## config.mk

```make
export PLATFORM = sky130hd
export DESIGN_NAME = pmx_router
export DESIGN_NICKNAME = d
export VERILOG_FILES = /design/src/hw/pmx_pkg.sv /design/src/hw/pmx_pin_sync.sv /design/src/hw/pmx_router.sv
export SDC_FILE = /design/constraint.sdc
export NUM_CORES = 1
export LEC_CHECK = 0
export BUFFER_PORTS_ARGS = -buffer_cell sky130_fd_sc_hd__buf_4
export CAP_MARGIN = 25
export CORE_ASPECT_RATIO = 1.1
export CORE_MARGIN = 2
export CORE_UTILIZATION = 40
export CTS_BUF_LIST = sky130_fd_sc_hd__clkbuf_16
export DETAILED_ROUTE_END_ITERATION = 10
export GPL_TIMING_DRIVEN = 0
export PLACE_DENSITY = 0.73
export SYNTH_ARGS = -nofsm -noshare
export SYNTH_HDL_FRONTEND = slang
export SYNTH_HIERARCHICAL = 1
export SYNTH_SLANG_ARGS = --single-unit
```

## constraint.sdc

```tcl
create_clock -name sys_clk -period 1.6 [get_ports sys_clk]
set_clock_uncertainty 0.1 [all_clocks]
set_input_delay 0.16 -clock sys_clk [delete_from_list [all_inputs] [get_ports sys_clk]]
set_output_delay 0.16 -clock sys_clk [all_outputs]
set_load 0.02 [all_outputs]
```

## src/hw/pmx_pkg.sv

```systemverilog
// Purpose: shared constants and carrier types for the port 4 pin router
// Assumes: pin index 0..3 stands for port pins 4.4..4.7
// Notes: no register bus; control bits arrive as write strobes with data
package pmx_pkg;
   localparam int PMX_PINS = 4;
   // pin slots within the routed group
   localparam int PMX_PIN_B_RX = 0; // pin 4.4
   localparam int PMX_PIN_A_RX = 1; // pin 4.5
   localparam int PMX_PIN_A_TX = 2; // pin 4.6
   localparam int PMX_PIN_B_TX = 3; // pin 4.7
   localparam int PMX_IRQ_LINES = 4;
   localparam int PMX_ADDR_W = 16;
   localparam int PMX_OFS_W = 8;
   localparam int PMX_SEL_BIT = 8; // address bit telling the two can controllers apart
   localparam logic [3:0] PMX_SEG_LINES_ALL = 4'h8;
   localparam logic [3:0] PMX_SEG_LINES_CAN = 4'h4;
   localparam logic [6:0] PMX_MSG_OBJ_PER_CAN = 7'h20;
   localparam logic [3:0] PMX_PIN_IDLE = 4'hF; // pulled-up idle level of the pins
   localparam logic PMX_RECESSIVE = 1'b1;

   // peripheral select fields
   typedef struct packed {
      logic i2c_block_enable;
      logic misc_reg_enable;
      logic can_b_enable;
      logic can_a_enable;
   } pmx_persel_t;

   localparam pmx_persel_t PMX_PERSEL_RST = '{i2c_block_enable: 1'b0,
      misc_reg_enable: 1'b0, can_b_enable: 1'b0, can_a_enable: 1'b1};

   // drive of the four routed pins
   typedef struct packed {
      logic [PMX_PINS-1:0] out;
      logic [PMX_PINS-1:0] oe;
   } pmx_pin_drive_t;
endpackage

```

## src/hw/pmx_pin_sync.sv

```systemverilog
// Purpose: three-stage input synchroniser with agreement filter
// Assumes: inputs are asynchronous pin levels
// Notes: output changes only once stages two and three agree
`timescale 1ns/1ps
module pmx_pin_sync #(
   parameter int WIDTH = 4,
   parameter logic [WIDTH-1:0] RST_VAL = '1
) (
   input wire logic sys_clk, // system clock
   input wire logic rst_b, // async reset, active low
   input wire logic [WIDTH-1:0] d, // raw pin levels
   output logic [WIDTH-1:0] q // filtered levels
);
   logic [WIDTH-1:0] s1_reg;
   logic [WIDTH-1:0] s2_reg;
   logic [WIDTH-1:0] s3_reg;

   // chain; s1 feeds only s2 to keep metastability contained
   always_ff @(posedge sys_clk or negedge rst_b) begin
      if (!rst_b) begin
         s1_reg <= RST_VAL;
         s2_reg <= RST_VAL;
         s3_reg <= RST_VAL;
      end else begin
         s1_reg <= d;
         s2_reg <= s1_reg;
         s3_reg <= s2_reg;
      end
   end

   // per-bit agreement filter
   always_ff @(posedge sys_clk or negedge rst_b) begin
      if (!rst_b) begin
         q <= RST_VAL;
      end else begin
         for (int i = 0; i < WIDTH; i++) begin
            if (s2_reg[i] == s3_reg[i]) begin
               q[i] <= s3_reg[i];
            end
         end
      end
   end
endmodule

```

## src/hw/pmx_router.sv

```systemverilog
// Purpose: routes two can controllers and the i2c controller onto port pins 4.4..4.7
// Assumes: controller signals are on sys_clk; pins are asynchronous
// Notes: every output is registered, so routing lags the controls by one edge
`timescale 1ns/1ps
module pmx_router #(
   parameter logic [pmx_pkg::PMX_ADDR_W-1:0] CAN_BASE = 16'h0000 // base of controller a
) (
   input wire logic sys_clk, // 250 MHz system clock
   input wire logic rst_b, // async reset, active low
   input wire logic persel_wr, // write strobe, peripheral select
   input wire pmx_pkg::pmx_persel_t persel_wdata, // peripheral select data
   input wire logic ext_periph_enable, // extension peripheral enable level
   input wire logic misc_wr, // write strobe, misc control
   input wire logic misc_wdata, // parallel mode bit to write
   input wire logic [pmx_pkg::PMX_PINS-1:0] port_value_reg, // port output values
   input wire logic [pmx_pkg::PMX_PINS-1:0] port_direction_reg, // 1 = output
   input wire logic [pmx_pkg::PMX_PINS-1:0] port_open_drain_reg, // 1 = open-drain
   input wire logic [pmx_pkg::PMX_PINS-1:0] pin_in, // pin levels
   input wire logic can_a_transmit, // controller a tx
   input wire logic can_b_transmit, // controller b tx
   input wire logic i2c_scl_o, // i2c clock, 0 pulls low
   input wire logic i2c_sda_o, // i2c data, 0 pulls low
   input wire logic can_access, // register access strobe
   input wire logic [pmx_pkg::PMX_ADDR_W-1:0] can_addr, // access address
   input wire logic [pmx_pkg::PMX_IRQ_LINES-1:0] can_a_irq, // controller a requests
   input wire logic [pmx_pkg::PMX_IRQ_LINES-1:0] can_b_irq, // controller b requests
   input wire logic [pmx_pkg::PMX_IRQ_LINES-1:0] other_irq, // other peripherals
   output pmx_pkg::pmx_pin_drive_t pin_drive, // pin out and enable
   output pmx_pkg::pmx_persel_t peripheral_select_reg, // selection state
   output logic can_parallel_mode, // misc parallel mode bit
   output logic misc_access_ok, // misc register reachable
   output logic can_a_receive, // controller a rx
   output logic can_b_receive, // controller b rx
   output logic i2c_scl_i, // i2c clock level
   output logic i2c_sda_i, // i2c data level
   output logic [pmx_pkg::PMX_PINS-1:0] port_pin_read, // pin levels for the port
   output logic can_a_cs, // chip select a, one cycle
   output logic can_b_cs, // chip select b, one cycle
   output logic [pmx_pkg::PMX_OFS_W-1:0] can_reg_offset, // shared register offset
   output logic [pmx_pkg::PMX_IRQ_LINES-1:0] extension_bus_irq, // merged requests
   output logic [3:0] seg_addr_lines, // usable segment address lines
   output logic [pmx_pkg::PMX_PINS-1:0] ext_addr_pin_ok, // pins free for address out
   output logic [6:0] msg_obj_total // message objects available
);
   import pmx_pkg::*;

   logic [PMX_PINS-1:0] pin_sync;
   pmx_pin_drive_t drive_next;
   logic can_a_en;
   logic can_b_en;
   logic i2c_en;
   logic misc_ok;
   logic canb_side;
   logic a_tx_pin;

   ////////////////////////////////////////////////////////////////////////
   // helpers

   // open-drain drives only a low; push-pull always drives
   function automatic logic [1:0] od_pin(input logic val, input logic od);
      od_pin = od ? {1'b0, ~val} : {val, 1'b1};
   endfunction

   // a decoded address lies in the shared block of the two controllers
   function automatic logic in_can_block(input logic [PMX_ADDR_W-1:0] a);
      in_can_block = (a[PMX_ADDR_W-1:PMX_SEL_BIT+1] == CAN_BASE[PMX_ADDR_W-1:PMX_SEL_BIT+1]);
   endfunction

   pmx_pin_sync #(.WIDTH(PMX_PINS), .RST_VAL(PMX_PIN_IDLE)) u_sync (
      .sys_clk(sys_clk),
      .rst_b(rst_b),
      .d(pin_in),
      .q(pin_sync)
   );

   ////////////////////////////////////////////////////////////////////////
   // control state

   assign can_a_en = peripheral_select_reg.can_a_enable;
   assign can_b_en = peripheral_select_reg.can_b_enable;
   assign i2c_en = peripheral_select_reg.i2c_block_enable;
   assign misc_ok = peripheral_select_reg.misc_reg_enable & ext_periph_enable;

   // can picks freeze once the extension enable is up
   always_ff @(posedge sys_clk or negedge rst_b) begin
      if (!rst_b) begin
         peripheral_select_reg <= PMX_PERSEL_RST;
      end else if (persel_wr) begin
         peripheral_select_reg.i2c_block_enable <= persel_wdata.i2c_block_enable;
         peripheral_select_reg.misc_reg_enable <= persel_wdata.misc_reg_enable;
         if (!ext_periph_enable) begin
            peripheral_select_reg.can_a_enable <= persel_wdata.can_a_enable;
            peripheral_select_reg.can_b_enable <= persel_wdata.can_b_enable;
         end
      end
   end

   // misc register, writes dropped while unreachable
   always_ff @(posedge sys_clk or negedge rst_b) begin
      if (!rst_b) begin
         can_parallel_mode <= 1'b0;
         misc_access_ok <= 1'b0;
      end else begin
         misc_access_ok <= misc_ok;
         if (misc_wr && misc_ok) begin
            can_parallel_mode <= misc_wdata;
         end
      end
   end

   ////////////////////////////////////////////////////////////////////////
   // pin routing

   // controller b owns 4.4/4.7 only outside parallel mode and without i2c
   assign canb_side = can_b_en & ~can_parallel_mode & ~i2c_en;
   // parallel mode: both transmitters meet on 4.6, a low wins as on the bus
   assign a_tx_pin = can_parallel_mode ?
      ((can_a_en ? can_a_transmit : PMX_RECESSIVE) & (can_b_en ? can_b_transmit : PMX_RECESSIVE))
      : can_a_transmit;

   always_comb begin
      for (int i = 0; i < PMX_PINS; i++) begin
         // default: plain port pin
         {drive_next.out[i], drive_next.oe[i]} = port_direction_reg[i] ?
            od_pin(port_value_reg[i], port_open_drain_reg[i]) : 2'b00;
      end
      if (i2c_en) begin
         // port registers ignored here
         {drive_next.out[PMX_PIN_B_RX], drive_next.oe[PMX_PIN_B_RX]} =
            od_pin(i2c_scl_o, 1'b1);
         {drive_next.out[PMX_PIN_B_TX], drive_next.oe[PMX_PIN_B_TX]} =
            od_pin(i2c_sda_o, 1'b1);
      end else if (canb_side) begin
         {drive_next.out[PMX_PIN_B_RX], drive_next.oe[PMX_PIN_B_RX]} = 2'b00;
         {drive_next.out[PMX_PIN_B_TX], drive_next.oe[PMX_PIN_B_TX]} =
            od_pin(can_b_transmit, port_open_drain_reg[PMX_PIN_B_TX]);
      end
      if (can_a_en || (can_parallel_mode && can_b_en)) begin
         {drive_next.out[PMX_PIN_A_RX], drive_next.oe[PMX_PIN_A_RX]} = 2'b00;
         {drive_next.out[PMX_PIN_A_TX], drive_next.oe[PMX_PIN_A_TX]} =
            od_pin(a_tx_pin, port_open_drain_reg[PMX_PIN_A_TX]);
      end
   end

   // pins and receive paths
   always_ff @(posedge sys_clk or negedge rst_b) begin
      if (!rst_b) begin
         pin_drive <= '0;
         can_a_receive <= PMX_RECESSIVE;
         can_b_receive <= PMX_RECESSIVE;
         i2c_scl_i <= 1'b1;
         i2c_sda_i <= 1'b1;
         port_pin_read <= PMX_PIN_IDLE;
      end else begin
         pin_drive <= drive_next;
         port_pin_read <= pin_sync;
         can_a_receive <= can_a_en ? pin_sync[PMX_PIN_A_RX] : PMX_RECESSIVE;
         if (can_parallel_mode && can_b_en) begin
            can_b_receive <= pin_sync[PMX_PIN_A_RX];
         end else if (canb_side) begin
            can_b_receive <= pin_sync[PMX_PIN_B_RX];
         end else begin
            can_b_receive <= PMX_RECESSIVE;
         end
         // idle high when released, like a pulled-up line
         i2c_scl_i <= i2c_en ? pin_sync[PMX_PIN_B_RX] : 1'b1;
         i2c_sda_i <= i2c_en ? pin_sync[PMX_PIN_B_TX] : 1'b1;
      end
   end

   ////////////////////////////////////////////////////////////////////////
   // address decode, interrupts, capacity

   // same offsets for both, bit 8 chooses the controller
   always_ff @(posedge sys_clk or negedge rst_b) begin
      if (!rst_b) begin
         can_a_cs <= 1'b0;
         can_b_cs <= 1'b0;
         can_reg_offset <= '0;
      end else begin
         can_a_cs <= can_access & in_can_block(can_addr) & ~can_addr[PMX_SEL_BIT] & can_a_en;
         can_b_cs <= can_access & in_can_block(can_addr) & can_addr[PMX_SEL_BIT] & can_b_en;
         can_reg_offset <= can_addr[PMX_OFS_W-1:0];
      end
   end

   // merged requests, external address limits, object count
   always_ff @(posedge sys_clk or negedge rst_b) begin
      if (!rst_b) begin
         extension_bus_irq <= '0;
         seg_addr_lines <= PMX_SEG_LINES_CAN;
         ext_addr_pin_ok <= '0;
         msg_obj_total <= PMX_MSG_OBJ_PER_CAN;
      end else begin
         extension_bus_irq <= can_a_irq | can_b_irq | other_irq;
         seg_addr_lines <= (can_a_en | can_b_en) ? PMX_SEG_LINES_CAN : PMX_SEG_LINES_ALL;
         ext_addr_pin_ok <= (can_a_en | can_b_en | can_parallel_mode) ?
            '0 : {PMX_PINS{1'b1}};
         msg_obj_total <= 7'((can_a_en ? PMX_MSG_OBJ_PER_CAN : 7'h00) +
            (can_b_en ? PMX_MSG_OBJ_PER_CAN : 7'h00));
      end
   end
endmodule

```

==> results of run 1 <==
[through the flow]
stage | util | hold WS (ns) | instance area, um2 | instances | worst slack [ns]
2_1_floorplan | - | -0.236 | 2010 | 142 | 0.211
3_3_place_gp | 0.604 | 0.143 | 2850 | 300 | 0.177
3_5_place_dp | 0.604 | 0.147 | 2850 | 300 | 0.168
4_1_cts | 0.740 | 0.00412 | 3490 | 352 | 0.0395
5_1_grt | 0.746 | 0.00882 | 3520 | 355 | 0.0249
6_report | 0.746 | 0.0174 | 3520 | 355 | 0.0311
[cells in the mapped netlist, types with 2 or more instances]
cell type  number  area share
nor3_1          3      0.0075
or3_1           4       0.013
inv_1           3      0.0057
buf_4          13       0.049
ha_1            2       0.013
o21ai_0         3      0.0075
nor2b_1         3      0.0094
dfstp_2        27        0.36
a21oi_1         3      0.0075
mux2_2          2       0.011
nand2_1        11       0.021
maj3_2          4       0.023
nor2_1          3      0.0057
nand2b_1        4       0.013
nor4_1          2      0.0063
nand3_1         2      0.0050
dfrtp_1        30        0.38
[critical path: stages]
cell,delay (ns)
dlygate4sd3_1,0.54
buf_4,0.13
or3_1,0.29
dlygate4sd3_1,0.55
[power by group]
part / switching [W] / leakage [nW] / internal [W] / total [W]
logic: 0.000370 / 0.901 / 0.000410 / 0.000779
clock network: 0.000570 / 0.150 / 0.00117 / 0.00174
registers: 0.0000649 / 0.645 / 0.00161 / 0.00168
total: 0.00100 / 1.70 / 0.00319 / 0.00420
[worst max-delay path by stage]
stage,from,end,slack (ns)
after floorplan,can_parallel_mode,pin_drive[3],0.21
after global placement,i2c_en,pin_drive[3],0.18
after detailed placement,i2c_en,pin_drive[3],0.17
after CTS,other_irq[3],extension_bus_irq[3],0.04
after global routing,other_irq[0],extension_bus_irq[0],0.02
final,other_irq[0],extension_bus_irq[0],0.03
[routing by layer]
layer | track usage | share of wire | up-vias
met5 | 0 | 0 | -
li1 | - | - | 748
met1 | 0.195 | 0.36 | 762
met3 | 0.0565 | 0.077 | 4
met4 | 0.0868 | 0.014 | 0
met2 | 0.331 | 0.55 | 77
[timing repair]
action                                  CTS  global route
hold buffers                             36             6
endpoints found under the hold margin    60             3
gates resized for setup                   0             0
setup buffers                             0             0
endpoints found under the setup margin    0             3
[area by class of cell]
type,instances,area [um2]
Sequential cell,57,1460
Fill cell,296,1200
Buffer,15,114
Timing Repair Buffer,141,1160
Tap cell,56,70.1
Multi-Input combinational cell,67,429
Inverter,3,11.3
Clock inverter,7,55.1
Clock buffer,9,225
[cells by family after synthesis]
logic type / after synthesis
multiplexers: 4
buffers and inverters: 18
other: 1
AO/OA/AOI/OAI: 13
adder cells (fa/ha/maj): 6
AND/OR/NAND/NOR: 37
flip-flops: 57
==> metrics.txt, run 1 <==
Final GP Congestion=0.712; first-pass GRT wire length=7650 um; Synth Area in Adders=0.0352; Leak Pwr=1.70 nW; ratio of cells with drive above 1 in the final layout=0.555; drt initial violations=56; post-synthesis compound-gate area fraction=0.0421; xor-xnor portion of the synthesized cell area=0; Peak Freq=0.637 GHz; Hold/Removal Path Class=in -> reg; Max Slew Vio Count=0; leading cell type in the layout, fill and taps excluded=buf_4; dpl hpwl=3220 um; asr flop ratio synth=1.00; root buf cell=clkbuf_16; vias in the first global route=1638; I/O pin total=110; die area=5560 um2; RSZ-0062 raised after global routing=no; ANT cells=0; final setup vio count=0; most frequent cells in the layout=buf_4 (115), dlygate4sd3_1 (39), dfrtp_1 (30); Max VDD drop=0.000713 V; Netlist cell types=34; Syn Area/Cell=14.6 um2; Post-synth EDFFs=0; Worst Setup Start Kind=input port; largest net degree at the start of global routing=58; CP max FO=1; DR pass1 iterations=4; total power=0.00420 W; DRC Markers=0; grt total ovfl=0; CP endpoint kind=flip-flop; Hold Path Sink=can_b_cs; Synth Instances=136; die width=71.3 um; largest family of logic cells by synthesized area=simple AND/OR/NAND/NOR gates; CP Data Arrival Time=1.67 ns; RR Startpoint=i2c_en; max-cap violation count=0; Crit path required time=1.70 ns; Rel. slew slack=0.543; Mapped Area=1990 um2; R2R Path End=pin_drive[3]; initial antenna violation count=0; CTS Sinks=57; via count=1591; status=finished clean; clk slew on worst S/H paths=0.05 ns; Post-synth top flop=dfrtp_1; CTS max path bufs=2; Die H=78.0 um; Min Clock Period, post-route=1.57 ns; register-to-register setup slack=0.14 ns; CTS tree=yes; ANT nets after route=0; crit share post-route=0.981; clock insertion delay at the later pin of the skew report=0.31 ns; hold_sp=can_addr[14]; Initial Util=0.422; critical path class=in -> reg; mux contribution to synthesized area=0.0220; Seq/Total Area, Yosys=0.733; hold depth=4; CTS Buf Count=9; Worst-Margin Slew=0.686 ns; Reg2Reg Depth=4; total core area=4720 um2; routed len/inst=14.3 um; P&R area growth vs syn=76.8%; Regs by FF count=can_reg_offset (8), pin_drive (8); #FFs+latches synth=57; Pwr Density=1190 nW/um2; CTS H-tree lvls=3; count of input and output buffers=102; Vias/cell=4.48; final wirelength=5090 um; synth warn=6; Rows=26; Layout Nets=355; endpoints failing hold=0; Synth Area in Simple Gates=0.103; total track usage=0.185; Fin Setup TNS=0 ns
Power figures use the tool's default switching activity.
==> run 2: changes to the inputs <==
Settings changed: CORE_MARGIN 2 to not set.
==> run 2 against run 1 <==
Net effect: the run now ends with negative hold slack left; clock power increased by 22%; routed wire length increased by 2.3%; core utilization increased by 0.95 points; critical path type unchanged; count of clock-buffer cells in the layout unchanged; global-route usage increased by 3.0 points; largest power group unchanged; register-to-register slack improved by 0.02 ns; maximum frequency increased by 7.8%; sequential cell count unchanged; non-clock buffer count decreased by 1; combinational power increased by 1%; sequential power about the same.
==> metrics.txt, run 2 (synthesis gave the netlist of run 1 again) <==
status=complete, but fails checks; failing checks=negative hold slack; Worst Setup Start Kind=input port; drt initial violations=77; die area=5270 um2; CTS Sinks=57; most frequent cells in the layout=buf_4 (115), dlygate4sd3_1 (38), dfrtp_1 (30); die width=69.3 um; leading cell type in the layout, fill and taps excluded=buf_4; Crit path required time=1.71 ns; DR pass1 iterations=4; ANT cells=0; clk slew on worst S/H paths=0.05 ns; first-pass GRT wire length=8540 um; Layout Nets=354; cell family with most CP delay=buffers and inverters; final setup vio count=0; Die H=76.0 um; cell chain of the critical path=dlygate4sd3_1 -> buf_4 -> nand2_1 -> dlygate4sd3_1 -> nor4_1; Fin Setup TNS=0 ns; max-cap violation count=0; crit share post-route=0.909; final wirelength=5210 um; Peak Freq=0.687 GHz; Layout Utilization=0.756; count of input and output buffers=102; ratio of cells with drive above 1 in the final layout=0.564; CP Launch Point=port_value_reg[0]; Post-CTS Setup Bufs=0; total power=0.00459 W; WP buf/inv=3; Initial Util=0.422; initial antenna violation count=0; total track usage=0.215; dpl hpwl=3060 um; grt total ovfl=0; via count=1585; register-to-register setup slack=0.16 ns; RR Startpoint=i2c_en; Max Slew Vio Count=0; RSZ-0062 raised after global routing=no; largest net degree at the start of global routing=58; critical path class=in -> reg; CP dominant cell by count=dlygate4sd3_1; R2R Path End=pin_drive[3]; Rows=26; CTS Buf Count=9; Worst-Margin Slew=0.661 ns; Rel. slew slack=0.559; CP Data Arrival Time=1.57 ns; Regs by FF count=can_reg_offset (8), pin_drive (8); Max VDD drop=0.000712 V; CTS H-tree lvls=3; CP max FO=2; Hold/Removal Path Class=in -> reg; CTS max path bufs=2; P&R area growth vs syn=79.0%; ANT nets after route=0; I/O pin total=110; Final GP Congestion=0.690; total core area=4720 um2; CTS tree=yes; Vias/cell=4.48; CP endpoint kind=flip-flop; routed len/inst=14.7 um; Min Clock Period, post-route=1.45 ns; Leak Pwr=1.71 nW; DRC Markers=0; Reg2Reg Depth=4; WHS=-0.0664 ns; root buf cell=clkbuf_16; CP endpoint=pin_drive[4]; clock insertion delay at the later pin of the skew report=0.31 ns; worst stage delay on the critical path=0.55 ns; vias in the first global route=1746; Critical-path top delay cell=dlygate4sd3_1; Levels on crit path=5; Pwr Density=1290 nW/um2; endpoints failing hold=1
[run 2: per-stage QoR]
stage | instance area, um2 | instances | worst slack [ns]
after CTS | 3550 | 352 | 0.0388
final | 3570 | 354 | 0.145
after global placement | 2850 | 300 | 0.212
after floorplan | 2010 | 142 | 0.211
after detailed placement | 2850 | 300 | 0.181
after global routing | 3570 | 354 | 0.0483
[run 2: layout make-up]
type / count / area (um2)
sequential: 57 / 1460
tap: 56 / 70.1
clock inverter: 7 / 110
timing repair buffer: 140 / 1150
buffer: 15 / 114
clock buffer: 9 / 225
inverter: 3 / 11.3
multi-input combinational: 67 / 429
fill: 302 / 1150
[run 2: worst min path at each step]
stage                           endpoint               from  cells past startpoint  slack (ns)
floorplan                       can_a_cs              rst_b                      0       -0.24
global placement            pin_drive[0]              rst_b                      1        0.14
detailed placement          pin_drive[4]              rst_b                      1        0.14
CTS                       misc_access_ok  ext_periph_enable                      2       0.002
global route        extension_bus_irq[2]       can_b_irq[2]                      2       0.009
finish              extension_bus_irq[2]       can_b_irq[2]                      2       -0.07
[run 2: layer usage]
layer  vias up  part of all wire  GRT usage
met5         -                 0          0
met4         0             0.012     0.0796
met3         8             0.064     0.0661
met2        79              0.57      0.409
met1       752              0.35      0.215
li1        746                 -          -
[run 2: report_power, final]
part	leakage (nW)	switching, W	internal, W
logic	0.899	0.000378	0.000409
clock network	0.164	0.000619	0.00150
registers	0.645	0.0000669	0.00161
total	1.71	0.00106	0.00352
[run 2: worst register-to-register path, cell delays in order, from the launching register on]
cell,delay [ns]
dfrtp_1,0.39
buf_2,0.20
nor3b_2,0.26
nor2_1,0.07
a311o_1,0.31
[run 2: what timing repair did]
action | CTS | global route
hold buffers | 36 | 6
gates resized for setup | 0 | 0
hold endpoints to repair | 60 | 3
setup endpoints to repair | 0 | 4
==> run 3: changes to the inputs <==
Settings changed: RECOVER_POWER set to 100.
==> run 3 against run 2 <==
Net effect: the run still ends with negative hold slack left; design area is 4.3% lower; sequential share of layout area grew 1.8 points; total power fell by 2.1%; non-clock buffer count is the same; final cell count unchanged; maximum frequency decreased by 3.2%; count of clock-buffer cells in the layout did not move; highest routed layer unchanged.
==> metrics.txt, run 3 (synthesis gave the netlist of run 1 again) <==
status=complete, but fails checks; failing checks=negative hold slack; Die H=76.0 um; most frequent cells in the layout=buf_4 (52), clkbuf_1 (39), dlygate4sd3_1 (38); dpl hpwl=3060 um; first-pass GRT wire length=8540 um; final wirelength=5200 um; Crit path required time=1.34 ns; cell family with most CP delay=flip-flops; cell chain of the critical path=clkbuf_4 -> buf_4; Worst-Margin Slew=0.717 ns; RSZ-0062 raised after global routing=no; critical path class=reg -> out; CTS H-tree lvls=3; Vias/cell=4.49; clk slew on worst S/H paths=0.05 ns; post-cts resize count=0; WHS=-0.0664 ns; Leak Pwr=1.55 nW; Rel. slew slack=0.522; CP max FO=6; CP endpoint kind=primary output; CTS Sinks=57; die area=5270 um2; Layout Nets=354; Fin Setup TNS=0 ns; Critical-path top delay cell=dfstp_1; DRC Markers=0; final instance area=3410 um2; total core area=4720 um2; Post-CTS Setup Bufs=0; worst stage delay on the critical path=0.62 ns; die width=69.3 um; WP buf/inv=2; ANT cells=0; register-to-register setup slack=0.16 ns; I/O pin total=110; worst setup margin=0.0967 ns; crit share post-route=0.940; endpoints failing hold=1; fillcell total=350; CTS Buf Count=9; total track usage=0.215; placed instance area=2850 um2; Peak Freq=0.665 GHz; max-cap violation count=0; Max Slew Vio Count=0; Rows=26; drt initial violations=83; pre-CTS setup slack=0.181 ns; grt total ovfl=0; Initial Util=0.422; Worst Setup Start Kind=flip-flop; CP Data Arrival Time=1.24 ns; vias in the first global route=1746; CTS max path bufs=2; count of input and output buffers=102; CTS tree=yes; root buf cell=clkbuf_16; leading cell type in the layout, fill and taps excluded=buf_4; Min Clock Period, post-route=1.50 ns; clock insertion delay at the later pin of the skew report=0.31 ns; final setup vio count=0; P&R area growth vs syn=71.3%; routed len/inst=14.7 um; ratio of cells with drive above 1 in the final layout=0.389; via count=1591; initial antenna violation count=0; DR pass1 iterations=4; Max VDD drop=0.000709 V; ANT nets after route=0; Final GP Congestion=0.690; largest net degree at the start of global routing=58; Pwr Density=1320 nW/um2; Hold/Removal Path Class=in -> reg; Regs by FF count=can_reg_offset (8), pin_drive (8)
[run 3: changes by cell type in the layout (fill, tap and decap cells not counted), sizes merged]
cell	change
buf	-63
clkbuf	+63
[run 3: area by class of cell]
| cell class | instances | area [um2] | share of cell area |
|---|---|---|---|
| Clock buffer | 9 | 225 | 0.0660 |
| Buffer | 15 | 114 | 0.0334 |
| Clock inverter | 7 | 110 | 0.0323 |
| Multi-Input combinational cell | 67 | 422 | 0.124 |
| Timing Repair Buffer | 140 | 1000 | 0.293 |
| Inverter | 3 | 11.3 | 0.00330 |
| Sequential cell | 57 | 1460 | 0.428 |
| Tap cell | 56 | 70.1 | 0.0205 |
[run 3: final timing paths]
kind	start	endpoint	cells past startpoint
hold / removal	can_b_irq[2]	extension_bus_irq[2]	2
setup / recovery	can_a_en	peripheral_select_reg[0]	2
hold reg to reg	u_sync/s1_reg[1]	u_sync/s2_reg[1]	0
max in group asynchronous	rst_b	peripheral_select_reg[2]	2
min in group asynchronous	rst_b	pin_drive[4]	2
setup reg to reg	i2c_en	pin_drive[3]	4
[run 3: through the flow]
step	utilization	hold WS, ns	total power [W]	cells
after floorplan	-	-0.236	0.00203	142
after global placement	0.604	0.141	0.00238	300
after detailed placement	0.604	0.143	0.00239	300
after CTS	0.752	0.00181	0.00460	352
after global routing	0.723	0.00855	0.00468	354
final	0.723	-0.0664	0.00449	354
[run 3: layer usage]
layer	up-vias	global-route usage	wire length [um]
met5	-	0	0
met4	0	0.0796	68
met3	9	0.0661	284
met2	74	0.409	2950
met1	760	0.215	1890
li1	748	-	-
[run 3: where the power goes]
group,total [W],internal (W),switching (W)
sequential,0.00167,0.00160,0.0000649
combinational,0.000701,0.000324,0.000377
clock,0.00212,0.00150,0.000616
[run 3: repair_timing]
item	in CTS	in global routing
setup endpoints to repair	0	4
hold buffers	36	6
endpoints found under the hold margin	60	3
